File: src/rtl/dpa_pkg.sv
package dpa_pkg;

  // ************************************************************
  // Port configuration codes
  // ************************************************************
  localparam logic [1:0] DPA_SEL_JTAG5 = 2'h0;   // Five-wire JTAG with test reset
  localparam logic [1:0] DPA_SEL_JTAG4 = 2'h1;   // Four-wire JTAG
  localparam logic [1:0] DPA_SEL_SWD = 2'h2;     // Serial wire debug
  localparam logic [1:0] DPA_SEL_OFF = 2'h3;     // Port disabled, pins GPIO until an acquire key selects SWD

  // ************************************************************
  // Acquire frame and changeover sequences
  // ************************************************************
  localparam logic [7:0] DPA_ACQ_REQ = 8'h99;     // Start,AP0,W,A2=1,A3=1,par=0,stop,park
  localparam logic [31:0] DPA_ACQ_KEY = 32'h7b0c06db; // Acquire key data word
  localparam logic [15:0] DPA_SEQ_TO_JTAG = 16'he73c; // Changeover value, LSB first
  localparam logic [15:0] DPA_SEQ_TO_SWD = 16'he79e;  // Changeover value, LSB first
  localparam int DPA_HIGH_RUN = 50;                   // High clocks before a changeover
  localparam logic [2:0] DPA_ACK_OK = 3'h1;           // SWD OK acknowledge, LSB first
  localparam int DPA_ACQ_BITS = 46;                   // Request, turn, ack, turn, data, parity
  localparam int DPA_EDGES_EXTEND = 8;                // Edges that extend the key window

  // ************************************************************
  // Timing
  // ************************************************************
  localparam int DPA_CLK_MHZ = 40;                    // System clock rate
  localparam int DPA_WIN_SHORT_US = 8;                // Initial key window
  localparam int DPA_WIN_LONG_US = 400;               // Extended key window
  localparam int DPA_WIN_SHORT_CYC = DPA_WIN_SHORT_US * DPA_CLK_MHZ;
  localparam int DPA_WIN_LONG_CYC = DPA_WIN_LONG_US * DPA_CLK_MHZ;

  // ************************************************************
  // Debug control register layout
  // ************************************************************
  localparam int DPA_CTL_ACT = 0;                     // Activate bit
  localparam int DPA_CTL_HALT = 1;                    // Halt bit
  localparam int DPA_CTL_STEP = 2;                    // Step bit
  localparam logic [3:0] DPA_CTL_KEY = 4'hb;          // Key in bits 7:4
  localparam logic [7:0] DPA_CTL_RESET = 8'h00;       // Value after reset
  localparam int DPA_PERMIT_BIT = 0;                  // Permit bit in its register
  localparam logic [7:0] DPA_PERMIT_RESET = 8'h00;    // Value after reset

  // ************************************************************
  // Link states
  // ************************************************************
  typedef enum logic [2:0] {
    DPA_ST_GPIO = 3'b000,   // Pins idle as GPIO
    DPA_ST_KEYWIN = 3'b001, // Watching for acquire key
    DPA_ST_SWD = 3'b010,    // SWD owns the pins
    DPA_ST_JTAG = 3'b011    // JTAG owns the pins
  } dpa_state_t;

endpackage

File: src/rtl/dpa_seq_det.sv
`timescale 1ns/100ps
`default_nettype none
// Watches one serial data line for a run of high bits then a 16-bit value.
module dpa_seq_det #(
  parameter int RUN = 50,
  parameter logic [15:0] PATTERN = 16'h0000
) (
  input wire logic i_clk,
  input wire logic i_reset,
  input wire logic i_ce,
  input wire logic i_clear,
  input wire logic i_bit_en,
  input wire logic i_bit,
  output logic o_hit
);
  import dpa_pkg::*;

  logic [6:0] run_q, run_d;       // High bits seen in a row, saturating
  logic [15:0] shf_q, shf_d;      // Bits since the run ended
  logic [4:0] cnt_q, cnt_d;       // Count of collected bits
  logic armed_q, armed_d;         // Run is long enough
  logic hit_q, hit_d;             // One-cycle match pulse

  // ************************************************************
  // Next state
  // ************************************************************
  always_comb begin
    run_d = run_q;
    shf_d = shf_q;
    cnt_d = cnt_q;
    armed_d = armed_q;
    hit_d = 1'b0;
    if (i_clear) begin
      run_d = '0;
      cnt_d = '0;
      armed_d = 1'b0;
    end else if (i_bit_en) begin
      // LSB arrives first, so shift in from the top
      if (armed_q && (cnt_q != 5'h0 || !i_bit)) begin
        shf_d = {i_bit, shf_q[15:1]};
        cnt_d = cnt_q + 5'h1;
        if (cnt_q == 5'hf) begin
          hit_d = ({i_bit, shf_q[15:1]} == PATTERN);
          armed_d = 1'b0;
          cnt_d = '0;
          run_d = '0;
        end
      end else begin
        // Still inside the run of high bits
        run_d = i_bit ? ((run_q == 7'h7f) ? run_q : run_q + 7'h1) : 7'h0;
        if (i_bit && run_q >= 7'(RUN - 1))
          armed_d = 1'b1;
      end
    end
  end

  // Registers
  always_ff @(posedge i_clk or posedge i_reset) begin
    if (i_reset) begin
      run_q <= '0;
      shf_q <= '0;
      cnt_q <= '0;
      armed_q <= 1'b0;
      hit_q <= 1'b0;
    end else if (i_ce) begin
      run_q <= run_d;
      shf_q <= shf_d;
      cnt_q <= cnt_d;
      armed_q <= armed_d;
      hit_q <= hit_d;
    end
  end

  assign o_hit = hit_q;
endmodule // dpa_seq_det
`default_nettype wire

File: src/rtl/dpa_port_ctrl.sv
`timescale 1ns/100ps
`default_nettype none
// Notes on behaviour
// Latch bits pick JTAG5, JTAG4, SWD, disabled
// Viewer output drives the TDO pin always; TDO is enabled only while SWD or JTAG owns the pins
// Disabled port: key only within 8 us
// Eight clock edges extend window to 400 us
// Key accepted on standard or alternate pair
// Key frame is write DP 11, fixed data
// Host repeats frame until OK acknowledge
// After acquire, SWD idles ready for writes
// SWD-to-JTAG only after standard-pair acquire; code also allows it when the latch selects SWD
// 50 high then 0xE73C gives JTAG4
// 50 high TMS then 0xE79E gives SWD
// Host acquires, changes to JTAG, then scans
// Latch-selected interface usable without acquisition
// Debug unit reachable only when permit set
// Debug registers unreachable from peripheral hub
// Control bit 0 activates debugging, resets 0
// Activate pauses the central periodic timer
// Control writes need key 1011 in 7:4
// Writing halt bit halts the CPU
// Step runs one instruction, then self-clears
// Step write effective only while halted
// Halt/step need permit and activate both
// Failed key window keeps GPIO till reset
module dpa_port_ctrl #(
  parameter int WIN_SHORT_CYC = dpa_pkg::DPA_WIN_SHORT_CYC,
  parameter int WIN_LONG_CYC = dpa_pkg::DPA_WIN_LONG_CYC
) (
  input wire logic i_clk,
  input wire logic i_reset,
  input wire logic i_ce,
  input wire logic [1:0] i_port_select_latch,
  input wire logic i_std_io,
  input wire logic i_std_ck,
  input wire logic i_alt_io,
  input wire logic i_alt_ck,
  input wire logic i_single_wire_viewer_output,
  input wire logic i_cpu_permit_wr,
  input wire logic [7:0] i_cpu_permit_wdata,
  input wire logic i_tc_ctrl_wr,
  input wire logic [7:0] i_tc_ctrl_wdata,
  input wire logic i_cpu_step_done,
  output logic [1:0] o_port_mode,
  output logic o_pins_gpio,
  output logic o_std_io_out,
  output logic o_std_io_oe,
  output logic o_tdo_out,
  output logic o_tdo_oe,
  output logic o_jtag_tap_reset,
  output logic o_swd_line_reset,
  output logic o_acquired_alt,
  output logic [7:0] o_cpu_debug_permit,
  output logic [7:0] o_debug_control,
  output logic o_debug_access_ok,
  output logic o_cpu_halt,
  output logic o_cpu_step,
  output logic o_timer_pause
);
  import dpa_pkg::*;

  // ************************************************************
  // Pin synchronisers
  // ************************************************************
  logic [3:0] sy1_q, sy2_q;        // Two stages: std io/ck, alt io/ck
  logic sck_prev_q, ack_prev_q;    // Previous synchronised clock levels
  logic std_rise, alt_rise;        // Rising clock edges seen

  // Two flops on each pin before anything reads it
  always_ff @(posedge i_clk or posedge i_reset) begin
    if (i_reset) begin
      sy1_q <= '0;
      sy2_q <= '0;
      sck_prev_q <= 1'b0;
      ack_prev_q <= 1'b0;
    end else if (i_ce) begin
      sy1_q <= {i_alt_ck, i_alt_io, i_std_ck, i_std_io};
      sy2_q <= sy1_q;
      sck_prev_q <= sy2_q[1];
      ack_prev_q <= sy2_q[3];
    end
  end

  assign std_rise = sy2_q[1] & ~sck_prev_q;
  assign alt_rise = sy2_q[3] & ~ack_prev_q;

  // ************************************************************
  // Link state machine
  // ************************************************************
  dpa_state_t st_q, st_d;          // Who owns the pins
  logic [1:0] mode_q, mode_d;      // Active configuration
  logic [14:0] win_q, win_d;       // Cycles since reset in key window
  logic [3:0] edg_q, edg_d;        // Clock edges counted in short window
  logic ext_q, ext_d;              // Window extended
  logic alt_q, alt_d;              // Acquired through alternate pair
  logic [45:0] sstd_q, sstd_d;     // Standard pair frame shifter
  logic [45:0] salt_q, salt_d;     // Alternate pair frame shifter
  logic [5:0] fcs_q, fcs_d;        // Bits left in standard-pair frame
  logic [5:0] fca_q, fca_d;        // Bits left in alternate-pair frame
  logic init_q, init_d;            // Reset-time latch capture pending
  logic tapr_q, tapr_d;            // TAP reset pulse
  logic swdr_q, swdr_d;            // SWD reset pulse
  logic hit_jtag, hit_swd;         // Changeover detector matches
  logic frame_std, frame_alt;      // Completed acquire frame per pair

  // A frame is the request, turnaround, OK ack, turnaround, key and parity
  function automatic logic frame_ok(input logic [45:0] s);
    frame_ok = s[7:0] == DPA_ACQ_REQ && s[11:9] == DPA_ACK_OK &&
               s[44:13] == DPA_ACQ_KEY && s[45] == 1'b0;
  endfunction

  assign frame_std = fcs_q == 6'h1 && std_rise && frame_ok({sy2_q[0], sstd_q[45:1]});
  assign frame_alt = fca_q == 6'h1 && alt_rise && frame_ok({sy2_q[2], salt_q[45:1]});

  // Changeover to JTAG watches SWDIO on the standard pair only
  dpa_seq_det #(.RUN(DPA_HIGH_RUN), .PATTERN(DPA_SEQ_TO_JTAG)) u_to_jtag (
    .i_clk(i_clk),
    .i_reset(i_reset),
    .i_ce(i_ce),
    .i_clear(st_q != DPA_ST_SWD || alt_q),
    .i_bit_en(std_rise),
    .i_bit(sy2_q[0]),
    .o_hit(hit_jtag)
  );

  // Changeover to SWD watches TMS, which shares the SWDIO pin
  dpa_seq_det #(.RUN(DPA_HIGH_RUN), .PATTERN(DPA_SEQ_TO_SWD)) u_to_swd (
    .i_clk(i_clk),
    .i_reset(i_reset),
    .i_ce(i_ce),
    .i_clear(st_q != DPA_ST_JTAG),
    .i_bit_en(std_rise),
    .i_bit(sy2_q[0]),
    .o_hit(hit_swd)
  );

  // Next state of the link
  always_comb begin
    st_d = st_q;
    mode_d = mode_q;
    win_d = win_q;
    edg_d = edg_q;
    ext_d = ext_q;
    alt_d = alt_q;
    sstd_d = sstd_q;
    salt_d = salt_q;
    fcs_d = fcs_q;
    fca_d = fca_q;
    init_d = 1'b0;
    tapr_d = 1'b0;
    swdr_d = 1'b0;
    if (init_q) begin
      // Latch read once after reset release, never under reset itself
      mode_d = i_port_select_latch;
      case (i_port_select_latch)
        DPA_SEL_SWD: st_d = DPA_ST_SWD;
        DPA_SEL_OFF: st_d = DPA_ST_KEYWIN;
        default: st_d = DPA_ST_JTAG;
      endcase
    end else begin
      case (st_q)
        DPA_ST_KEYWIN: begin
          // Shift both pairs; a frame starts at a high start bit
          if (std_rise) begin
            sstd_d = {sy2_q[0], sstd_q[45:1]};
            fcs_d = (fcs_q == 6'h0) ? (sy2_q[0] ? 6'(DPA_ACQ_BITS - 1) : 6'h0)
                                    : fcs_q - 6'h1;
          end
          if (alt_rise) begin
            salt_d = {sy2_q[2], salt_q[45:1]};
            fca_d = (fca_q == 6'h0) ? (sy2_q[2] ? 6'(DPA_ACQ_BITS - 1) : 6'h0)
                                    : fca_q - 6'h1;
          end
          if ((std_rise || alt_rise) && edg_q != 4'(DPA_EDGES_EXTEND))
            edg_d = edg_q + 4'h1;
          win_d = win_q + 15'h1;
          if (win_q < 15'(WIN_SHORT_CYC) && edg_d == 4'(DPA_EDGES_EXTEND))
            ext_d = 1'b1;
          if (frame_std || frame_alt) begin
            // Idle SWD, ready for the next write
            st_d = DPA_ST_SWD;
            mode_d = DPA_SEL_SWD;
            alt_d = frame_alt && !frame_std;
          end else if (win_q >= 15'(ext_q ? WIN_LONG_CYC : WIN_SHORT_CYC) - 15'h1) begin
            st_d = DPA_ST_GPIO;
          end
        end
        DPA_ST_SWD: begin
          if (hit_jtag) begin
            st_d = DPA_ST_JTAG;
            mode_d = DPA_SEL_JTAG4;
            tapr_d = 1'b1;
          end
        end
        DPA_ST_JTAG: begin
          if (hit_swd) begin
            st_d = DPA_ST_SWD;
            mode_d = DPA_SEL_SWD;
            alt_d = 1'b0;
            swdr_d = 1'b1;
          end
        end
        DPA_ST_GPIO: st_d = DPA_ST_GPIO;
        default: st_d = DPA_ST_GPIO;
      endcase
    end
  end

  // Link registers
  always_ff @(posedge i_clk or posedge i_reset) begin
    if (i_reset) begin
      st_q <= DPA_ST_GPIO;
      mode_q <= DPA_SEL_OFF;
      win_q <= '0;
      edg_q <= '0;
      ext_q <= 1'b0;
      alt_q <= 1'b0;
      sstd_q <= '0;
      salt_q <= '0;
      fcs_q <= '0;
      fca_q <= '0;
      init_q <= 1'b1;
      tapr_q <= 1'b0;
      swdr_q <= 1'b0;
    end else if (i_ce) begin
      st_q <= st_d;
      mode_q <= mode_d;
      win_q <= win_d;
      edg_q <= edg_d;
      ext_q <= ext_d;
      alt_q <= alt_d;
      sstd_q <= sstd_d;
      salt_q <= salt_d;
      fcs_q <= fcs_d;
      fca_q <= fca_d;
      init_q <= init_d;
      tapr_q <= tapr_d;
      swdr_q <= swdr_d;
    end
  end

  // ************************************************************
  // Debug unit gating and control register
  // ************************************************************
  logic [7:0] perm_q, perm_d;      // CPU-side permit register
  logic [7:0] ctl_q, ctl_d;        // Debug control register
  logic gate;                      // Permit and activate both set

  // Only the test controller port reaches the control register
  assign gate = perm_q[DPA_PERMIT_BIT] & ctl_q[DPA_CTL_ACT];

  always_comb begin
    perm_d = perm_q;
    ctl_d = ctl_q;
    if (i_cpu_permit_wr)
      perm_d = i_cpu_permit_wdata;
    // Hardware clear of step; a new step write in the same cycle wins
    if (i_cpu_step_done)
      ctl_d[DPA_CTL_STEP] = 1'b0;
    // Write path exists only from the test controller, never the hub
    if (i_tc_ctrl_wr && perm_q[DPA_PERMIT_BIT] && st_q != DPA_ST_GPIO &&
        i_tc_ctrl_wdata[7:4] == DPA_CTL_KEY) begin
      ctl_d[7:4] = DPA_CTL_KEY;
      ctl_d[3] = 1'b0;
      ctl_d[DPA_CTL_ACT] = i_tc_ctrl_wdata[DPA_CTL_ACT];
      if (gate) begin
        ctl_d[DPA_CTL_HALT] = i_tc_ctrl_wdata[DPA_CTL_HALT];
        if (ctl_q[DPA_CTL_HALT] && i_tc_ctrl_wdata[DPA_CTL_STEP])
          ctl_d[DPA_CTL_STEP] = 1'b1;
      end
    end
    // Dropping permit or activate releases halt and step
    if (!perm_d[DPA_PERMIT_BIT] || !ctl_d[DPA_CTL_ACT]) begin
      ctl_d[DPA_CTL_HALT] = 1'b0;
      ctl_d[DPA_CTL_STEP] = 1'b0;
    end
  end

  // Control registers
  always_ff @(posedge i_clk or posedge i_reset) begin
    if (i_reset) begin
      perm_q <= DPA_PERMIT_RESET;
      ctl_q <= DPA_CTL_RESET;
    end else if (i_ce) begin
      perm_q <= perm_d;
      ctl_q <= ctl_d;
    end
  end

  // ************************************************************
  // Registered outputs
  // ************************************************************
  logic ioe_q, tdo_q, toe_q, acc_q;

  // Viewer shares the TDO pin in every debug mode, not in GPIO
  always_ff @(posedge i_clk or posedge i_reset) begin
    if (i_reset) begin
      tdo_q <= 1'b0;
      toe_q <= 1'b0;
      ioe_q <= 1'b0;
      acc_q <= 1'b0;
    end else if (i_ce) begin
      tdo_q <= i_single_wire_viewer_output;
      toe_q <= st_d == DPA_ST_SWD || st_d == DPA_ST_JTAG;
      ioe_q <= 1'b0;
      acc_q <= perm_d[DPA_PERMIT_BIT] && st_d != DPA_ST_GPIO &&
               st_d != DPA_ST_KEYWIN;
    end
  end

  assign o_port_mode = mode_q;
  assign o_pins_gpio = st_q == DPA_ST_GPIO || st_q == DPA_ST_KEYWIN ? 1'b1 : 1'b0;
  assign o_std_io_out = 1'b0;
  assign o_std_io_oe = ioe_q;
  assign o_tdo_out = tdo_q;
  assign o_tdo_oe = toe_q;
  assign o_jtag_tap_reset = tapr_q;
  assign o_swd_line_reset = swdr_q;
  assign o_acquired_alt = alt_q;
  assign o_cpu_debug_permit = perm_q;
  assign o_debug_control = ctl_q;
  assign o_debug_access_ok = acc_q;
  assign o_cpu_halt = ctl_q[DPA_CTL_HALT];
  assign o_cpu_step = ctl_q[DPA_CTL_STEP];
  assign o_timer_pause = ctl_q[DPA_CTL_ACT];
endmodule // dpa_port_ctrl
`default_nettype wire

File: config.mk
export PLATFORM = sky130hd
export DESIGN_NAME = dpa_port_ctrl
export DESIGN_NICKNAME = d
export VERILOG_FILES = /design/src/rtl/dpa_pkg.sv /design/src/rtl/dpa_seq_det.sv /design/src/rtl/dpa_port_ctrl.sv
export SDC_FILE = /design/constraint.sdc
export NUM_CORES = 1
export LEC_CHECK = 0
export BUFFER_PORTS_ARGS = -buffer_cell sky130_fd_sc_hd__clkbuf_2
export CELL_PAD_IN_SITES_DETAIL_PLACEMENT = 0
export CELL_PAD_IN_SITES_GLOBAL_PLACEMENT = 1
export CORE_MARGIN = 2
export CORE_UTILIZATION = 49
export DETAILED_ROUTE_END_ITERATION = 7
export PLACE_DENSITY_LB_ADDON = 0.2
export REMOVE_ABC_BUFFERS = 1
export SYNTH_ARGS = -nofsm -noshare
export SYNTH_HDL_FRONTEND = slang
export SYNTH_HIERARCHICAL = 1
export SYNTH_SLANG_ARGS = --single-unit
File: constraint.sdc
create_clock -name i_clk -period 6.64 [get_ports i_clk]
set_input_delay 0.664 -clock i_clk [delete_from_list [all_inputs] [get_ports i_clk]]
set_output_delay 0.664 -clock i_clk [all_outputs]
set_load 0.01 [all_outputs]
* After elaboration in Yosys (flattened, before gate mapping)
Index checks and enable logic that the tools add are counted.
** Word-level totals
- Bits in registers :: 218
- Bits of input ports :: 29
- Output and inout bits :: 30
- Word-level logic and storage cells :: 237
** Cells by class
- Add/sub/neg operators :: 9
- $lt $le $gt $ge :: 4
- Equality and inequality tests :: 36
- Multiplexer cells :: 74
- Bitwise operators :: 10
- Reduce and logical (&&, ||, !) cells :: 69
** Operators with widths (number)
- $mux 7 :: 12
- $eq 32x31->1 const B :: 2
- $mux 5 :: 8
- $reduce_and 4->1 :: 9
- $eq 16x16->1 const B :: 2
- $mux 1 :: 30
- $mux 6 :: 4
- $logic_and 1x1->1 :: 23
- $mux 3 :: 6
- $ne 3x2->1 const B :: 6
- $eq 8x8->1 const B :: 2
- $add 15x1->15 const B :: 1
- $ge 15x15->1 :: 1
- $lt 15x9->1 const B :: 1
- $sub 14x1->15 const B :: 1
- $add 7x1->7 const B :: 2
- $eq 7x7->1 const B :: 2
- $ge 7x6->1 const B :: 2
- $mux 14 :: 1
- $reduce_bool 2->1 :: 7
- $eq 3x2->1 const B :: 4
- $eq 6x1->1 const B :: 2
- $logic_not 6->1 :: 2
- $mux 2 :: 6
- other kinds (29) :: 66

* Depth between registers and ports, before layout
Gate-level depths: netlist of run 1.
- Depth after elaboration :: 12
- Depth in mapped cells :: 9
- Depth with buffers taken out :: 7

* By module
The synthesis of run 1 kept the hierarchy.
** By module, submodules not included
- dpa_port_ctrl :: times used 1, cells each 664, area each 7158.1 sq um, sequential area each 3907.5 sq um
- dpa_seq_det at u_to_jtag :: times used 1, cells each 123, area each 1480.2 sq um, sequential area each 725.7 sq um
- dpa_seq_det at u_to_swd :: times used 1, cells each 125, area each 1460.2 sq um, sequential area each 725.7 sq um

* Worst setup path before layout of run 1
OpenSTA, ideal clock, no wires.
- Kind :: reg2reg
- Start :: register u_to_jtag.cnt_q[0]
- End :: register u_to_jtag.shf_q[15]
- Setup time :: 0.125 ns
- Arrival time :: 1.977 ns
- Data required time :: 6.515 ns
- Slack :: 4.538 ns
- Stages on the path, launching flop included :: 9
- Buffers on the path :: 2
- Clock period less this slack :: 2.102 ns
- Cells stage by stage :: dfrtp_1 -> inv_1 -> ha_1 -> or4b_4 -> o21a_1 -> and4b_1 -> buf_6 -> buf_6 -> mux2_4
** On the way
- Longest elaborated chain between the ends :: 4
** RTL lines
- start: declaration :: RTL line dpa_seq_det.sv:20 : logic [4:0] cnt_q, cnt_d;
- start signal: assignment :: RTL line dpa_seq_det.sv:68 : cnt_q <= cnt_d;
- $reduce_bool 5->1 :: RTL line dpa_seq_det.sv:39 : if (armed_q && (cnt_q != 5'h0 || !i_bit)) begin
- $logic_or 1x1->1 :: RTL line dpa_seq_det.sv:39
- $logic_and 1x1->1 :: RTL line dpa_seq_det.sv:39
- $reduce_and 4->1 (no source line)
- end signal: assignment :: RTL line dpa_seq_det.sv:61 : shf_q <= '0;
- end signal: assignment :: RTL line dpa_seq_det.sv:67 : shf_q <= shf_d;
- end: declaration :: RTL line dpa_seq_det.sv:19 : logic [15:0] shf_q, shf_d;
Every way passes these cells.
A chain may end at the register's enable or synchronous reset.

* Final worst setup path of run 1
- Start :: register st_q[0]
- End :: register fcs_q[4]
** On the way
- Longest elaborated chain between the ends :: 2
** RTL lines
- start: declaration :: RTL line dpa_port_ctrl.sv:91 : dpa_state_t st_q, st_d;
- start signal: assignment :: RTL line dpa_port_ctrl.sv:227 : st_q <= st_d;
- $eq 3x1->1 :: RTL line dpa_port_ctrl.sv:162 : case (st_q)
- $reduce_and 4->1 (no source line)
- end signal: assignment :: RTL line dpa_port_ctrl.sv:235 : fcs_q <= fcs_d;
- end: declaration :: RTL line dpa_port_ctrl.sv:99 : logic [5:0] fcs_q, fcs_d;
Every way passes these cells.

==> results of run 1 <==
## report_power, final
part	internal (mW)	switching [mW]	leakage (nW)
combinational	0.193	0.262	2.21
sequential	1.41	0.109	2.86
clock	0.780	0.515	0.389
## worst reg2reg max path, delay by kind of cell, from the launching register on
| kind | cells | cell delay [ps] |
|---|---|---|
| simple gates | 5 | 2200 |
| flops | 1 | 520 |
## cells in the mapped netlist, types with 6 or more instances
library cell,instances
a211oi_1,6
a21o_1,6
a21oi_1,21
a221oi_1,6
a22o_1,7
a31oi_1,7
and2_1,6
buf_2,10
buf_4,9
buf_6,7
clkbuf_1,12
dfrtp_1,211
ha_1,24
inv_1,37
mux2_2,90
mux2_4,7
mux2i_1,6
nand2_1,162
nand3_1,25
nand4_1,12
nand4b_1,10
nor2_1,35
nor3_1,10
nor4_1,13
o21ai_0,26
or4_1,6
or4bb_1,6
xnor2_1,10
xor2_1,8
## how the worst min path moves through the flow
stage | from | to | slack (ps) | cells after the start
after global placement | salt_q[9]$_DFFE_PP0P_ | salt_q[8]$_DFFE_PP0P_ | 450 | 2
final | i_reset | o_tdo_out$_DFFE_PP0P_ | 350 | 2
after detailed placement | salt_q[9]$_DFFE_PP0P_ | salt_q[8]$_DFFE_PP0P_ | 450 | 2
after global routing | i_alt_io | sy1_q[2]$_DFFE_PP0P_ | 370 | 2
after CTS | i_alt_io | sy1_q[2]$_DFFE_PP0P_ | 360 | 2
after floorplan | salt_q[1]$_DFFE_PP0P_ | salt_q[1]$_DFFE_PP0P_ | 440 | 2
## metal layers
| metal | part of all wire, % | track usage, % |
|---|---|---|
| met1 | 49 | 25.69 |
| met2 | 45 | 29.16 |
| met3 | 3.2 | 2.778 |
| met4 | 2.2 | 4.327 |
| met5 | 0 | 0 |
## sequential cells by signal (all words and copies together) (netlist names), 5 cells and up
signal,count
salt_q,45
sstd_q,45
u_to_jtag/shf_q,15
u_to_swd/shf_q,15
win_q,15
o_cpu_debug_permit,8
u_to_jtag/run_q,7
u_to_swd/run_q,7
fca_q,6
fcs_q,6
u_to_jtag/cnt_q,5
u_to_swd/cnt_q,5
## logic make-up after synthesis
group,count (synthesis)
flops,214
compound gates,133
mux,103
other cells,1
xor+xnor,18
fa+ha+maj,24
simple gates,342
buf+inv,77
## metrics by stage
stage | setup slack, ps | utilization [%]
CTS | 3817 | 55.73
global placement | 3468 | 51.89
floorplan | 1774 | -
global route | 3642 | 55.73
detailed placement | 3439 | 51.89
finish | 3839 | 55.73
## cell type report
class,count,area [um2],share of cell area (%)
inverter,37,143.9,1.276
timing repair buffer,56,287.8,2.552
multi-input combinational,624,4370,38.76
clock inverter,7,60.06,0.5326
sequential,214,5359,47.53
tap,270,337.8,2.996
clock buffer,36,716.9,6.358
==> impl_metrics.env, run 1 <==
export IMPL_gp_congestion=0.7733
export IMPL_final_cell_area_um2=11280
export IMPL_finalCriticalPeriod_ps=2801
export IMPL_setup_viol=0
export IMPL_worstSetupEndpointType="register"
export IMPL_path_cells="or3b_4 > nor2_4 > nand2_2 > or4_1 > nand2_1"
export IMPL_avgSynthCellArea_um2=11.07
export IMPL_synth_edf_count=0
export IMPL_synth_top_family_by_area="simple AND/OR/NAND/NOR gates"
export IMPL_cts_resized=0
export IMPL_r2r_slack_ps=3840
export IMPL_hold_buffers=0
export IMPL_max_stage_delay_ps=750
export IMPL_crit_type="reg -> reg"
export IMPL_root_buffer="clkbuf_16"
export IMPL_wl_per_cell_um=15.36
export IMPL_syn_inst=912
export IMPL_cp_startpoint="st_q[0]$_DFFE_PP0P_"
export IMPL_reg2reg_from="st_q[0]$_DFFE_PP0P_"
export IMPL_clockBufferDepth=3
export IMPL_r2r_end="fcs_q[4]$_DFFE_PP0P_"
export IMPL_fp_dieW_um=147.6
export IMPL_vias=6733
export IMPL_syn_cell_area_um2=10100
export IMPL_rsz0062_at_grt="no"
export IMPL_place_inst=1201
export IMPL_drive_above_1_share_pct=21.77
export IMPL_hold_slack_ps=353.2
export IMPL_cap_violations=0
export IMPL_required_ps=7080
export IMPL_layout_common_cells="dfrtp_1, nand2_1, mux2_2"
export IMPL_synth_area_top_cells="dfrtp_1, mux2_2, nand2_1"
export IMPL_grt_pass1_wl_um=32820
export IMPL_ant_nets=0
export IMPL_yosys_area_share_simple_pct=17.73
export IMPL_p_leak_nw=5.460
export IMPL_initial_core_util_pct=49.91
export IMPL_nets=1010
export IMPL_core_area_um2=20230
export IMPL_skew_ps=17.09
export IMPL_period_share_pct=42.18
export IMPL_crit_fanout=56
export IMPL_ir_drop_mv=0.2175
export IMPL_crit_family="simple AND/OR/NAND/NOR gates"
export IMPL_ys_async_sr_fraction_pct=100.0
export IMPL_rows=52
export IMPL_hold_viol_final=0
export IMPL_cp_start_kind="register"
export IMPL_ys_warn_count=6
export IMPL_finalNonFillerCells=1244
export IMPL_ys_ff_latch=214
export IMPL_grt_pass1_vias=6690
export IMPL_power_mw=3.273
export IMPL_antenna_found_initial=0
export IMPL_synth_main_ff_cell="dfrtp_1"
export IMPL_cp_endpoint="fcs_q[4]$_DFFE_PP0P_"
export IMPL_yosysTopAreaCellShare_pct=52.29
export IMPL_p_per_area_nw_per_um2=290.3
export IMPL_drtIter0Drc=288
export IMPL_slew_headroom_pct=20.92
export IMPL_cts_clk_slew_worst_paths_ps=60
export IMPL_cts_buffers_inserted=24
export IMPL_grt_max_degree=106
export IMPL_ys_seq_area_share_pct=53.07
export IMPL_ff2ff_path_depth=5
export IMPL_area_growth_pct=11.66
export IMPL_n_antenna_cell=0
export IMPL_status="finished, final reports clean"
export IMPL_grt_usage_pct=17.99
export IMPL_synthXorXnorAreaFrac_pct=1.561
export IMPL_ioPinCount=59
export IMPL_wl_um=19110
export IMPL_cp_arrival_ps=3240
export IMPL_dieArea_um2=21770
export IMPL_htreeDepth=1
export IMPL_tritoncts="built"
export IMPL_synth_top_cell_by_area="dfrtp_1"
export IMPL_synth_fa_ha_area_share_pct=2.974
export IMPL_maxSlewViolCount=0
export IMPL_dpl_cell_area_um2=10500
export IMPL_grt_overflow=0
export IMPL_drc=0
export IMPL_vias_per_cell=5.412
export IMPL_fill_cells=1797
export IMPL_cp_slowest_cell="or4_1"
export IMPL_cts_setup_buffers=0
export IMPL_clk_latency_ps=520
export IMPL_tns_ps=0
export IMPL_fp_dieH_um=147.6
export IMPL_path_depth=5
export IMPL_worst_slew_pin_slew_ps=1182
export IMPL_layout_commonest_cell="dfrtp_1"
export IMPL_cts_sinks=214
export IMPL_yosysUniqueCellTypes=74
export IMPL_critPathBufInv=0
export IMPL_numPortBuffers=53
export IMPL_hold_class="in -> async"
export IMPL_synth_compound_area_share_pct=9.119
export IMPL_synthMuxAreaShare_pct=11.67
export IMPL_fmax_ghz=0.3571
export IMPL_place_hpwl_um=12300
export IMPL_drt_pre_antenna_iters=5
No activity file was read; power rests on OpenSTA's default activity.
==> run 2, diff against run 1 <==
--- a/config.mk
+++ b/config.mk
@@ -5,11 +5,12 @@
 export SDC_FILE = /design/constraint.sdc
 export NUM_CORES = 1
 export LEC_CHECK = 0
+export ABC_AREA = 1
 export BUFFER_PORTS_ARGS = -buffer_cell sky130_fd_sc_hd__clkbuf_2
 export CELL_PAD_IN_SITES_DETAIL_PLACEMENT = 0
 export CELL_PAD_IN_SITES_GLOBAL_PLACEMENT = 1
 export CORE_MARGIN = 2
-export CORE_UTILIZATION = 49
+export CORE_UTILIZATION = 42
 export DETAILED_ROUTE_END_ITERATION = 7
 export PLACE_DENSITY_LB_ADDON = 0.2
 export REMOVE_ABC_BUFFERS = 1
==> constraint.sdc (replaced) <==
create_clock -name i_clk -period 2.5 [get_ports i_clk]
set_input_delay 0.25 -clock i_clk [delete_from_list [all_inputs] [get_ports i_clk]]
set_output_delay 0.25 -clock i_clk [all_outputs]
set_load 0.01 [all_outputs]
==> run 2 against run 1 <==
Net effect: clock skew is 6.4 ps higher; die area is 22% higher; utilization shrank 6.6 points; register-to-register slack lost 3500 ps; clock-buffer cell count decreased by 5; critical path depth increased by 9; clock power grew to 3.1 times the previous value; fmax is 32% higher; flip-flop and latch count stayed put; setup slack worse by 3500 ps; combinational power increased by 110%.
==> impl_metrics.env, run 2 <==
export IMPL_status="finished, final reports clean"
export IMPL_slew_headroom_pct=59.26
export IMPL_hold_class="in -> reg"
export IMPL_grt_pass1_wl_um=38580
export IMPL_switchingPower_mw=2.269
export IMPL_ant_nets=0
export IMPL_synth_top_cell_by_area="dfrtp_1"
export IMPL_area_growth_pct=15.48
export IMPL_ys_warn_count=6
export IMPL_ys_ff_latch=214
export IMPL_fp_dieW_um=163.0
export IMPL_rows=58
export IMPL_setup_viol=0
export IMPL_core_area_um2=24960
export IMPL_cts_clk_slew_worst_paths_ps=60
export IMPL_ir_drop_mv=0.5204
export IMPL_max_stage_delay_ps=420
export IMPL_wl_um=22320
export IMPL_p_leak_nw=6.103
export IMPL_grt_max_degree=75
export IMPL_synth_common_cells="nand2_1, dfrtp_1, inv_1"
export IMPL_ys_seq_area_share_pct=50.50
export IMPL_maxSlewViolCount=0
export IMPL_tns_ps=0
export IMPL_syn_cell_area_um2=10610
export IMPL_hold_viol_final=0
export IMPL_drive_above_1_share_pct=12.25
export IMPL_fp_dieH_um=163.0
export IMPL_drc=0
export IMPL_yosysTopAreaCellShare_pct=49.75
export IMPL_cp_start_kind="register"
export IMPL_required_ps=2910
export IMPL_clockBufferDepth=3
export IMPL_ys_async_sr_fraction_pct=100.0
export IMPL_switching_share_pct=25.34
export IMPL_fill_cells=2506
export IMPL_dieArea_um2=26560
export IMPL_place_hpwl_um=15340
export IMPL_path_cells="inv_1 > nor2_1 > inv_1 > nor2_1 > inv_1 > buf_4 > inv_1 > nand2_1 > nor2_4 > nor2_8 > nand2_4 > inv_2 > nand2_1 > nand2_1"
export IMPL_cts_buffers_inserted=25
export IMPL_reg_top3="salt_q x45, sstd_q x45"
export IMPL_cap_violations=0
export IMPL_place_inst=1666
export IMPL_cts_sinks=214
export IMPL_p_per_area_nw_per_um2=730.7
export IMPL_wl_per_cell_um=12.93
export IMPL_vias_per_cell=4.776
export IMPL_layout_commonest_cell="nand2_1"
export IMPL_initial_core_util_pct=42.51
export IMPL_seq_power_share_pct=44.4
export IMPL_synth_area_top_cells="dfrtp_1, nand2_1, inv_1"
export IMPL_seqCellArea_um2=5359
export IMPL_rsz0062_at_grt="no"
export IMPL_worstSetupEndpointType="register"
export IMPL_antenna_found_initial=0
export IMPL_grt_usage_pct=17.54
export IMPL_synth_edf_count=0
export IMPL_tritoncts="built"
export IMPL_final_core_util_pct=49.09
export IMPL_crit_fanout=8
export IMPL_period_share_pct=84.72
export IMPL_drtIter0Drc=486
export IMPL_cts_setup_buffers=0
export IMPL_layout_common_cells="nand2_1, dfrtp_1, inv_1"
export IMPL_finalCriticalPeriod_ps=2118
export IMPL_fmax_ghz=0.4721
export IMPL_synth_most_common_cell="nand2_1"
export IMPL_skew_ps=23.47
export IMPL_cp_slowest_cell="dfrtp_1"
export IMPL_gp_congestion=0.7721
export IMPL_timing_critical_path_mode_cell="inv_1"
export IMPL_hold_slack_ps=28.31
export IMPL_htreeDepth=1
export IMPL_nets=1430
export IMPL_drt_pre_antenna_iters=5
export IMPL_grt_overflow=0
export IMPL_p_comb_share_pct=10.6
export IMPL_intPower_mw=6.686
export IMPL_worst_slew_pin_slew_ps=610.2
export IMPL_yosysUniqueCellTypes=46
export IMPL_root_buffer="clkbuf_16"
export IMPL_clk_latency_ps=520
export IMPL_crit_type="reg -> reg"
export IMPL_cp_arrival_ps=2530
export IMPL_grt_pass1_vias=7957
export IMPL_finalNonFillerCells=1726
export IMPL_clkPwrFrac_pct=45.0
export IMPL_synth_main_ff_cell="dfrtp_1"
export IMPL_syn_inst=1307
export IMPL_multi_input_area_um2=4375
export IMPL_n_antenna_cell=0
export IMPL_numPortBuffers=53
export IMPL_ioPinCount=59
export IMPL_vias=8243
export IMPL_avgSynthCellArea_um2=8.120
-- run 2: cell types whose count changed in the layout (fill, tap and decap cells not counted), moves of 11 or more --
| cell | delta |
|---|---|
| nand2_1 | +235 |
| nor2_1 | +99 |
| o21ai_1 | +21 |
| dlygate4sd3_1 | +14 |
| nand4_1 | +30 |
| mux2_2 | -83 |
| o21ai_0 | +58 |
| nand3_1 | +35 |
| inv_1 | +116 |
| nor4_1 | -11 |
-- run 2: cells by family (layout without fill, tap and decap cells) --
kind of cell               Yosys count  count (layout)  synth area share (%)
adders and majority gates           24              24                 2.830
muxes                                7               7                0.7428
DFF                                214             214                 50.50
AOI/OAI and AO/OA                  154             154                 8.029
xor gates and xnor gates            24              24                 1.981
and+or+nand+nor                    677             677                 27.43
buffers and inverters              206             292                 8.453
other                                1               4               0.03534
-- run 2: worst max-delay path, delay by kind of cell (launching register included) --
kind                   cells  cell delay (ps)
AND/OR/NAND/NOR            8              940
flip-flops                 1              420
buffers and inverters      6              640
-- run 2: cell type report --
cell class                 instances  area share (%)
timing repair buffer              83           4.594
inverter                         163           5.084
multi-input combinational        890           35.70
sequential                       214           43.73
clock inverter                    15           1.909
tap                              330           3.369
clock buffer                      31           5.615
-- run 2: final timing paths --
check / start / end / slack (ps) / depth (start not counted)
setup / recovery: st_q[1]$_DFFE_PP0P_ / u_to_swd/run_q[3]$_DFFE_PP0P_ / 380 / 14
hold / removal: i_cpu_step_done / o_debug_control[2]$_DFFE_PP0P_ / 30 / 4
setup reg to reg: st_q[1]$_DFFE_PP0P_ / u_to_swd/run_q[3]$_DFFE_PP0P_ / 380 / 14
hold reg to reg: o_port_mode[1]$_DFFE_PP1P_ / o_port_mode[1]$_DFFE_PP1P_ / 470 / 2
max in group asynchronous: i_reset / salt_q[4]$_DFFE_PP0P_ / 1620 / 4
min in group asynchronous: i_reset / o_swd_line_reset$_DFFE_PP0P_ / 220 / 3
-- run 2: metal layers --
metal	share of wire (%)	wire length, um	GRT usage [%]	up-vias
li1	-	-	-	4284
met1	51	11440	25.52	3855
met2	44	9915	28.04	81
met3	2.9	640	2.623	23
met4	1.5	326	3.419	0
met5	0	0	0	-
-- run 2: timing repair --
action | CTS | global route
endpoints found under the setup margin | 0 | 5
resized for setup | 0 | 1
hold buffers | 14 | 0
endpoints found under the hold margin | 87 | 0
-- run 2: power groups by stage --
stage | Clock, mW | Combinational (mW) | Sequential (mW)
floorplan | 0 | 0.637 | 4.01
global placement | 0 | 0.929 | 4.04
detailed placement | 0 | 0.944 | 4.04
CTS | 4.15 | 0.966 | 3.98
global route | 4.29 | 1.11 | 4.02
finish | 4.03 | 0.946 | 3.98
-- run 2: per-stage QoR --
stage	setup slack, ps	cell area (um2)	power [mW]
global route	40.67	12260	9.426
finish	381.9	12260	8.955
floorplan	-1952	10340	4.651
CTS	291.3	12250	9.095
global placement	338.9	11190	4.965
detailed placement	321.6	11190	4.982
